==> config.mk <==
export PLATFORM = sky130hd
export DESIGN_NAME = ofd_regs
export DESIGN_NICKNAME = d
export VERILOG_FILES = /design/src/shared/ofd_pkg.sv /design/src/logic/ofd_regs.sv /design/src/logic/ofd_rate_detect.sv
export SDC_FILE = /design/constraint.sdc
export NUM_CORES = 1
export LEC_CHECK = 0
export ABC_CLOCK_PERIOD_IN_PS = 5400
export BUFFER_PORTS_ARGS = -buffer_cell sky130_fd_sc_hd__buf_2
export CORE_UTILIZATION = 40
export CTS_CLUSTER_SIZE = 20
export DETAILED_ROUTE_END_ITERATION = 8
export HOLD_SLACK_MARGIN = 0.02
export MAX_ROUTING_LAYER = met4
export SLEW_MARGIN = 10
export SYNTH_ARGS = -nofsm -noshare
export SYNTH_HDL_FRONTEND = slang
export SYNTH_SLANG_ARGS = --single-unit
==> constraint.sdc <==
create_clock -name sys_clk -period 5.4 [get_ports sys_clk]
set_clock_uncertainty 0.05 [all_clocks]
set_input_delay 1.35 -clock sys_clk [delete_from_list [all_inputs] [get_ports sys_clk]]
set_output_delay 1.35 -clock sys_clk [all_outputs]
set_load 0.02 [all_outputs]
==> src/shared/ofd_pkg.sv <==
// Constants shared by the offset monitor and frame rate detect register bank
package ofd_pkg;

    // ****************************************
    // Register offsets
    // ****************************************
    localparam logic [7:0] DIFFERENTIAL_LOOP_MSB_OFS  = 8'h4c;
    localparam logic [7:0] DIFFERENTIAL_LOOP_LOW_OFS  = 8'h4d;
    localparam logic [7:0] LOWER_OFS     = 8'h4e;
    localparam logic [7:0] RSVD_A_OFS    = 8'h4f;
    localparam logic [7:0] UPPER_OFS     = 8'h50;
    localparam logic [7:0] RSVD_B_OFS    = 8'h51;
    localparam logic [7:0] RSVD_C_OFS    = 8'h52;
    localparam logic [7:0] RSVD_D_OFS    = 8'h53;
    localparam logic [7:0] CM_MSB_OFS    = 8'h54;
    localparam logic [7:0] CM_LOW_OFS    = 8'h55;
    localparam logic [7:0] RSVD_E_OFS    = 8'h56;
    localparam logic [7:0] RSVD_F_OFS    = 8'h57;
    localparam logic [7:0] FIRST_OFS     = DIFFERENTIAL_LOOP_MSB_OFS;
    localparam logic [7:0] LAST_OFS      = RSVD_F_OFS;
    localparam int         BANK_DEPTH    = 12;

    // ****************************************
    // Fields and reset values
    // ****************************************
    localparam int         MON_WIDTH     = 9;
    localparam int         MON_MSB_BIT   = 0;
    localparam int         BOUND_LSB     = 0;
    localparam int         BOUND_WIDTH   = 5;
    localparam logic [7:0] BYTE_RESET    = 8'h00;
    localparam logic [7:0] UNMAPPED_READ = 8'h00;

    // ****************************************
    // Rate detector sizing
    // ****************************************
    localparam int         COUNT_WIDTH   = 12;
    localparam int         BOUND_SHIFT   = 7;
    localparam int         LOWER_NOMINAL = 863;
    localparam int         UPPER_NOMINAL = 2479;

endpackage

==> src/logic/ofd_regs.sv <==
// Offset monitor and 48 kHz frame rate detect register bank
// ****************************************
// Overview of operation
// - Left differential loop offset: MSB in 0x4C bit 0, low byte in 0x4D.
// - Left common-mode loop offset: MSB in 0x54 bit 0, low byte 0x55, read only.
// - Monitor codes are signed two's complement, 0.25 mV per step.
// - Code range spans +63.75 mV down to -64.0 mV.
// - 0x4E bits 4:0 hold the read/write lower count bound, reset zero.
// - 0x50 bits 4:0 hold the read/write upper count bound, reset zero.
// - 0x4F, 0x51-0x53, 0x56, 0x57 are plain reserved read/write bytes, reset zero.
// ****************************************
`timescale 1ns/1ps
module ofd_regs #(
    parameter int SHIFT = ofd_pkg::BOUND_SHIFT
) (
    input  wire logic                         sys_clk,
    input  wire logic                         resetn,
    input  wire logic [7:0]                   reg_addr,
    input  wire logic                         reg_wr_en,
    input  wire logic [7:0]                   reg_wr_data,
    input  wire logic                         reg_rd_en,
    output logic      [7:0]                   reg_rd_data_reg,
    input  wire logic [ofd_pkg::MON_WIDTH-1:0] differential_loop_offset,
    input  wire logic [ofd_pkg::MON_WIDTH-1:0] common_mode_feedback_loop_offset,
    input  wire logic                         frame_clk,
    output logic                              rate48_detected_reg
);
    import ofd_pkg::*;

    logic [7:0] bank_reg [BANK_DEPTH];
    logic [7:0] read_next;
    logic [3:0] idx;

    // ****************************************
    // Decode helpers
    // ****************************************
    function automatic logic in_bank(input logic [7:0] a);
        in_bank = (a >= FIRST_OFS) && (a <= LAST_OFS);
    endfunction

    // Low monitor bytes have no storage behind them
    function automatic logic is_monitor_low(input logic [7:0] a);
        is_monitor_low = (a == DIFFERENTIAL_LOOP_LOW_OFS) || (a == CM_LOW_OFS);
    endfunction

    assign idx = 4'(reg_addr - FIRST_OFS);

    // ****************************************
    // Writable bytes
    // ****************************************
    // Bit 0 of the two MSB bytes is stored but never read back
    generate
        for (genvar i = 0; i < BANK_DEPTH; i++) begin : g_bank
            always_ff @(posedge sys_clk) begin
                if (!resetn) begin
                    bank_reg[i] <= BYTE_RESET;
                end else if (reg_wr_en && in_bank(reg_addr) && !is_monitor_low(reg_addr)
                             && idx == 4'(i)) begin
                    bank_reg[i] <= reg_wr_data;
                end
            end
        end
    endgenerate

    // ****************************************
    // Read path
    // ****************************************
    // Monitor codes pass untouched: the two's complement code is the reading
    always_comb begin
        read_next = UNMAPPED_READ;
        if (reg_addr == DIFFERENTIAL_LOOP_MSB_OFS) begin
            read_next = {bank_reg[idx][7:1], differential_loop_offset[MON_WIDTH-1]};
        end else if (reg_addr == DIFFERENTIAL_LOOP_LOW_OFS) begin
            read_next = differential_loop_offset[7:0];
        end else if (reg_addr == CM_MSB_OFS) begin
            read_next = {bank_reg[idx][7:1], common_mode_feedback_loop_offset[MON_WIDTH-1]};
        end else if (reg_addr == CM_LOW_OFS) begin
            read_next = common_mode_feedback_loop_offset[7:0];
        end else if (in_bank(reg_addr)) begin
            read_next = bank_reg[idx];
        end
    end

    always_ff @(posedge sys_clk) begin
        if (!resetn) begin
            reg_rd_data_reg <= UNMAPPED_READ;
        end else if (reg_rd_en) begin
            reg_rd_data_reg <= read_next;
        end
    end

    // ****************************************
    // Rate detector
    // ****************************************
    ofd_rate_detect #(
        .COUNT_W (COUNT_WIDTH),
        .SHIFT   (SHIFT)
    ) u_rate (
        .sys_clk             (sys_clk),
        .resetn              (resetn),
        .frame_clk           (frame_clk),
        .lower_bound         (bank_reg[4'(LOWER_OFS - FIRST_OFS)][BOUND_LSB +: BOUND_WIDTH]),
        .upper_bound         (bank_reg[4'(UPPER_OFS - FIRST_OFS)][BOUND_LSB +: BOUND_WIDTH]),
        .rate48_detected_reg (rate48_detected_reg)
    );
endmodule

==> src/logic/ofd_rate_detect.sv <==
// Frame clock rate detector: counts oscillator cycles per frame clock period
`timescale 1ns/1ps
module ofd_rate_detect #(
    parameter int COUNT_W = ofd_pkg::COUNT_WIDTH,
    parameter int SHIFT   = ofd_pkg::BOUND_SHIFT
) (
    input  wire logic                           sys_clk,
    input  wire logic                           resetn,
    input  wire logic                           frame_clk,
    input  wire logic [ofd_pkg::BOUND_WIDTH-1:0] lower_bound,
    input  wire logic [ofd_pkg::BOUND_WIDTH-1:0] upper_bound,
    output logic                                rate48_detected_reg
);
    import ofd_pkg::*;

    logic               frame_meta_reg;
    logic               frame_sync_reg;
    logic               frame_last_reg;
    logic [COUNT_W-1:0] count_reg;
    logic [COUNT_W-1:0] count_next;
    logic               period_end;
    logic [COUNT_W-1:0] scaled;

    // ****************************************
    // Pin synchroniser
    // ****************************************
    always_ff @(posedge sys_clk) begin
        if (!resetn) begin
            frame_meta_reg <= 1'b0;
            frame_sync_reg <= 1'b0;
            frame_last_reg <= 1'b0;
        end else begin
            frame_meta_reg <= frame_clk;
            frame_sync_reg <= frame_meta_reg;
            frame_last_reg <= frame_sync_reg;
        end
    end

    assign period_end = frame_sync_reg && !frame_last_reg;
    assign scaled     = count_reg >> SHIFT;

    // ****************************************
    // Period counter
    // ****************************************
    // Saturates so a stopped frame clock never wraps into the window
    always_comb begin
        count_next = count_reg;
        if (period_end) begin
            count_next = {{(COUNT_W-1){1'b0}}, 1'b1};
        end else if (count_reg != {COUNT_W{1'b1}}) begin
            count_next = count_reg + {{(COUNT_W-1){1'b0}}, 1'b1};
        end
    end

    always_ff @(posedge sys_clk) begin
        if (!resetn) begin
            count_reg <= '0;
        end else begin
            count_reg <= count_next;
        end
    end

    // Bounds are coarse: compared against the count divided by 2**SHIFT
    always_ff @(posedge sys_clk) begin
        if (!resetn) begin
            rate48_detected_reg <= 1'b0;
        end else if (period_end) begin
            rate48_detected_reg <= (scaled >= COUNT_W'(lower_bound)) && (scaled <= COUNT_W'(upper_bound));
        end
    end
endmodule

==> run summary <==
slew of the pin with the lowest slew margin: 1.08 ns
static leakage: 0.00249 µW
Peak supply drop: 0.000247 V
Metal-1 WL: 6.46 mm
Post-Syn Instances: 474
Yosys reg bits: 120
Core Area: 0.0140 mm²
vias per inst: 5.51
# fillers: 1230
Port Buffers: 47
CTS max path bufs: 2
vias in the first global route: 3839
DR WL met3: 1.47 mm
min cycle time layout: 3.68 ns
first-pass GRT wire length: 22.1 mm
Syn Std Cell Area: 0.00582 mm²
Yosys top cell by area: edfxtp_1
combinational fraction of design power: 7.5%
Detail Placement HPWL: 10.6 mm
Initial DRC Count: 516
GR Util All Layers: 21.6%
IO Count: 48
flip-flop count of the largest register after layout: 96
Yosys top cell area share: 49.5%
Clk pwr share: 48.8%
CP required: 5.38 ns
Die ar.: 0.0150 mm²
Yosys cell types: 52
RePlAce Congestion: 0.873
Total Power: 2430 µW
drt first pass iters: 5
largest net degree at the start of global routing: 38
Clock Latency Late Sink: 0.41 ns
Slew Viols, Final: 0
Net Sw Power: 516 µW
Worst-path clk slew: 0.05 ns
sequential fraction of the synthesis area: 57.8%
Setup Buffers After CTS: 0
initial antenna violation count: 0
Nets: 591
n_diodes: 0
syn avg cell area: 12.3 µm²
Top FF cell, synth: edfxtp_1
count of final setup violators: 0
H-tree Lvls: 4
run status: finished clean
Die H: 123 µm
CTS sink count: 120
crit end category: register
ranking of synthesized cells by area: edfxtp_1 50%, mux4_2 9.3%, dfxtp_1 8.3%, nor2_1 7.1%, ha_1 3.0%
Power Internal: 1920 µW
final hold vios: 0
fin crit share: 68.2%
Initial Util: 41.4%
f_max: 272 MHz
RSZ-0062 raised after global routing: no
maxcap violations: 0
CTS tree: yes
routed len/inst: 19.9 µm
Slew Limit Headroom: 27.1%
sequential share of power: 43.7%
PD cells: 354 mW/mm²
critical path launch point type: input port
top sig layer: met4
setup tns final: 0 ns
residual DRC count: 0
Post-synth EDFFs: 96
Critical Path Fanout Max: 8
sw frac: 21.2%
share of cells above drive strength 1: 22.5%
post-CTS resize count: 0
Area Overhead vs Synth: 18.0%
CTS Buf Count: 17
yosys warns: 0
Hold/Removal Path Class: reg2reg
total grt overflow: 0
chip width: 123 µm
crit path kind: in2reg
Async SR Flop Fraction: 0%
CTS Root Buffer Type: clkbuf_16
WL final: 14.5 mm
# hold bufs at CTS: 0
Rows: 43
CP arrival: 3.66 ns
met2 routed WL: 6.26 mm
Routed Antenna Nets: 0
via count: 4027
==> power by group through the flow <==
stage / Combinational, µW / Sequential, µW / Clock [µW]
2_1_floorplan: 119 / 1070 / 0
3_3_place_gp: 178 / 1080 / 0
3_5_place_dp: 180 / 1080 / 0
4_1_cts: 181 / 1060 / 1200
5_1_grt: 197 / 1070 / 1240
6_report: 182 / 1060 / 1190
==> worst paths after layout <==
| kind | from | end | slack, ns | depth (start not counted) |
|---|---|---|---|---|
| hold reg to reg | u_rate.frame_meta_reg$_SDFF_PN0_ | u_rate.frame_sync_reg$_SDFF_PN0_ | 0.39 | 1 |
| hold / removal | u_rate.frame_meta_reg$_SDFF_PN0_ | u_rate.frame_sync_reg$_SDFF_PN0_ | 0.39 | 1 |
| setup reg to reg | u_rate.count_reg[0]$_SDFFE_PN0P_ | u_rate.count_reg[4]$_SDFFE_PP0P_ | 3.12 | 6 |
| setup / recovery | reg_addr[2] | bank_reg[10][3]$_SDFFCE_PN0P_ | 1.72 | 6 |
==> metal layers <==
layer | up-vias | GRT usage (%)
met3 | 21 | 5.16
met5 | - | -
met1 | 1933 | 30.4
met2 | 198 | 29.6
li1 | 1875 | -
met4 | 0 | 8.92
==> cell type report <==
type                       instances  area (µm²)  share of cell area, %
timing repair buffer              57         310                   4.52
sequential                       120        3360                   49.0
clock buffer                      22         474                   6.90
inverter                          14        52.6                  0.765
multi-input combinational        328        2290                   33.4
tap                              180         225                   3.28
clock inverter                    10         149                   2.17
==> cells in the final DEF (no fill, tap or decap), drive strengths merged, types with 4 or more instances in the layout <==
master / Yosys / routed
nand4: 5 / 5
inv: 14 / 14
buf: 12 / 57
edfxtp: 96 / 96
conb: 1 / 8
nor2: 114 / 114
nor2b: 5 / 5
nor4: 4 / 4
a21oi: 15 / 15
bufinv: 0 / 4
a22oi: 6 / 6
xnor2: 4 / 4
o21ai: 23 / 23
a221o: 6 / 6
nand2: 39 / 39
nand4b: 5 / 5
clkbuf: 7 / 22
nand3: 4 / 4
nor3: 6 / 6
dfxtp: 24 / 24
ha: 14 / 14
mux4: 24 / 24
mux2i: 8 / 8
nand2b: 6 / 6
clkinv: 0 / 5
==> synth_stat cells, types with 2 or more instances <==
cell and count:
nor2_2 4, xnor2_1 4, nor4_1 4, nand3b_1 2
nand4_1 4, o21ai_0 23, a211oi_1 3, mux4_2 24
edfxtp_1 96, inv_1 13, nand2b_1 6, buf_6 5
or3_1 2, nor2_1 110, a221o_1 6, or2_2 2
nor2b_1 5, a21o_1 2, nand3_1 4, a21oi_1 15
ha_1 14, mux2i_1 8, xor2_1 2, nand4b_4 5
dfxtp_1 24, nor3_1 5, buf_2 4, a22oi_1 6
nand2_1 39, o32ai_1 2, a31oi_1 3, clkbuf_1 6
and2_1 3
==> worst max-delay path, stage by stage <==
cell and delay [ns]:
buf_2 0.15, ha_1 0.25, nor4_1 0.09, nor2_2 0.56, nand4_1 0.32, o21ai_0 0.93
==> through the flow <==
| stage | instance area, µm² | cells | hold slack (ns) | util (%) | setup slack (ns) |
|---|---|---|---|---|---|
| 2_1_floorplan | 5850 | 481 | 0.362 | - | 1.77 |
| 3_3_place_gp | 6250 | 699 | 0.389 | 44.5 | 1.47 |
| 3_5_place_dp | 6250 | 699 | 0.376 | 44.5 | 1.35 |
| 4_1_cts | 6870 | 731 | 0.402 | 48.9 | 1.76 |
| 5_1_grt | 6870 | 731 | 0.412 | 48.9 | 1.48 |
| 6_report | 6870 | 731 | 0.389 | 48.9 | 1.72 |
==> cells by family (layout without fill, tap and decap cells) <==
group / after synthesis / after routing / synth area share, %
mux: 33 / 33 / 10.9
simple gates: 201 / 201 / 16.9
xor+xnor: 6 / 6 / 0.903
compound gates: 66 / 66 / 7.22
fa+ha+maj: 14 / 14 / 3.01
flops: 120 / 120 / 57.8
buf+inv: 33 / 103 / 3.22
other cells: 1 / 8 / 0.0644
Note: power is estimated with default switching activity, not from simulation.
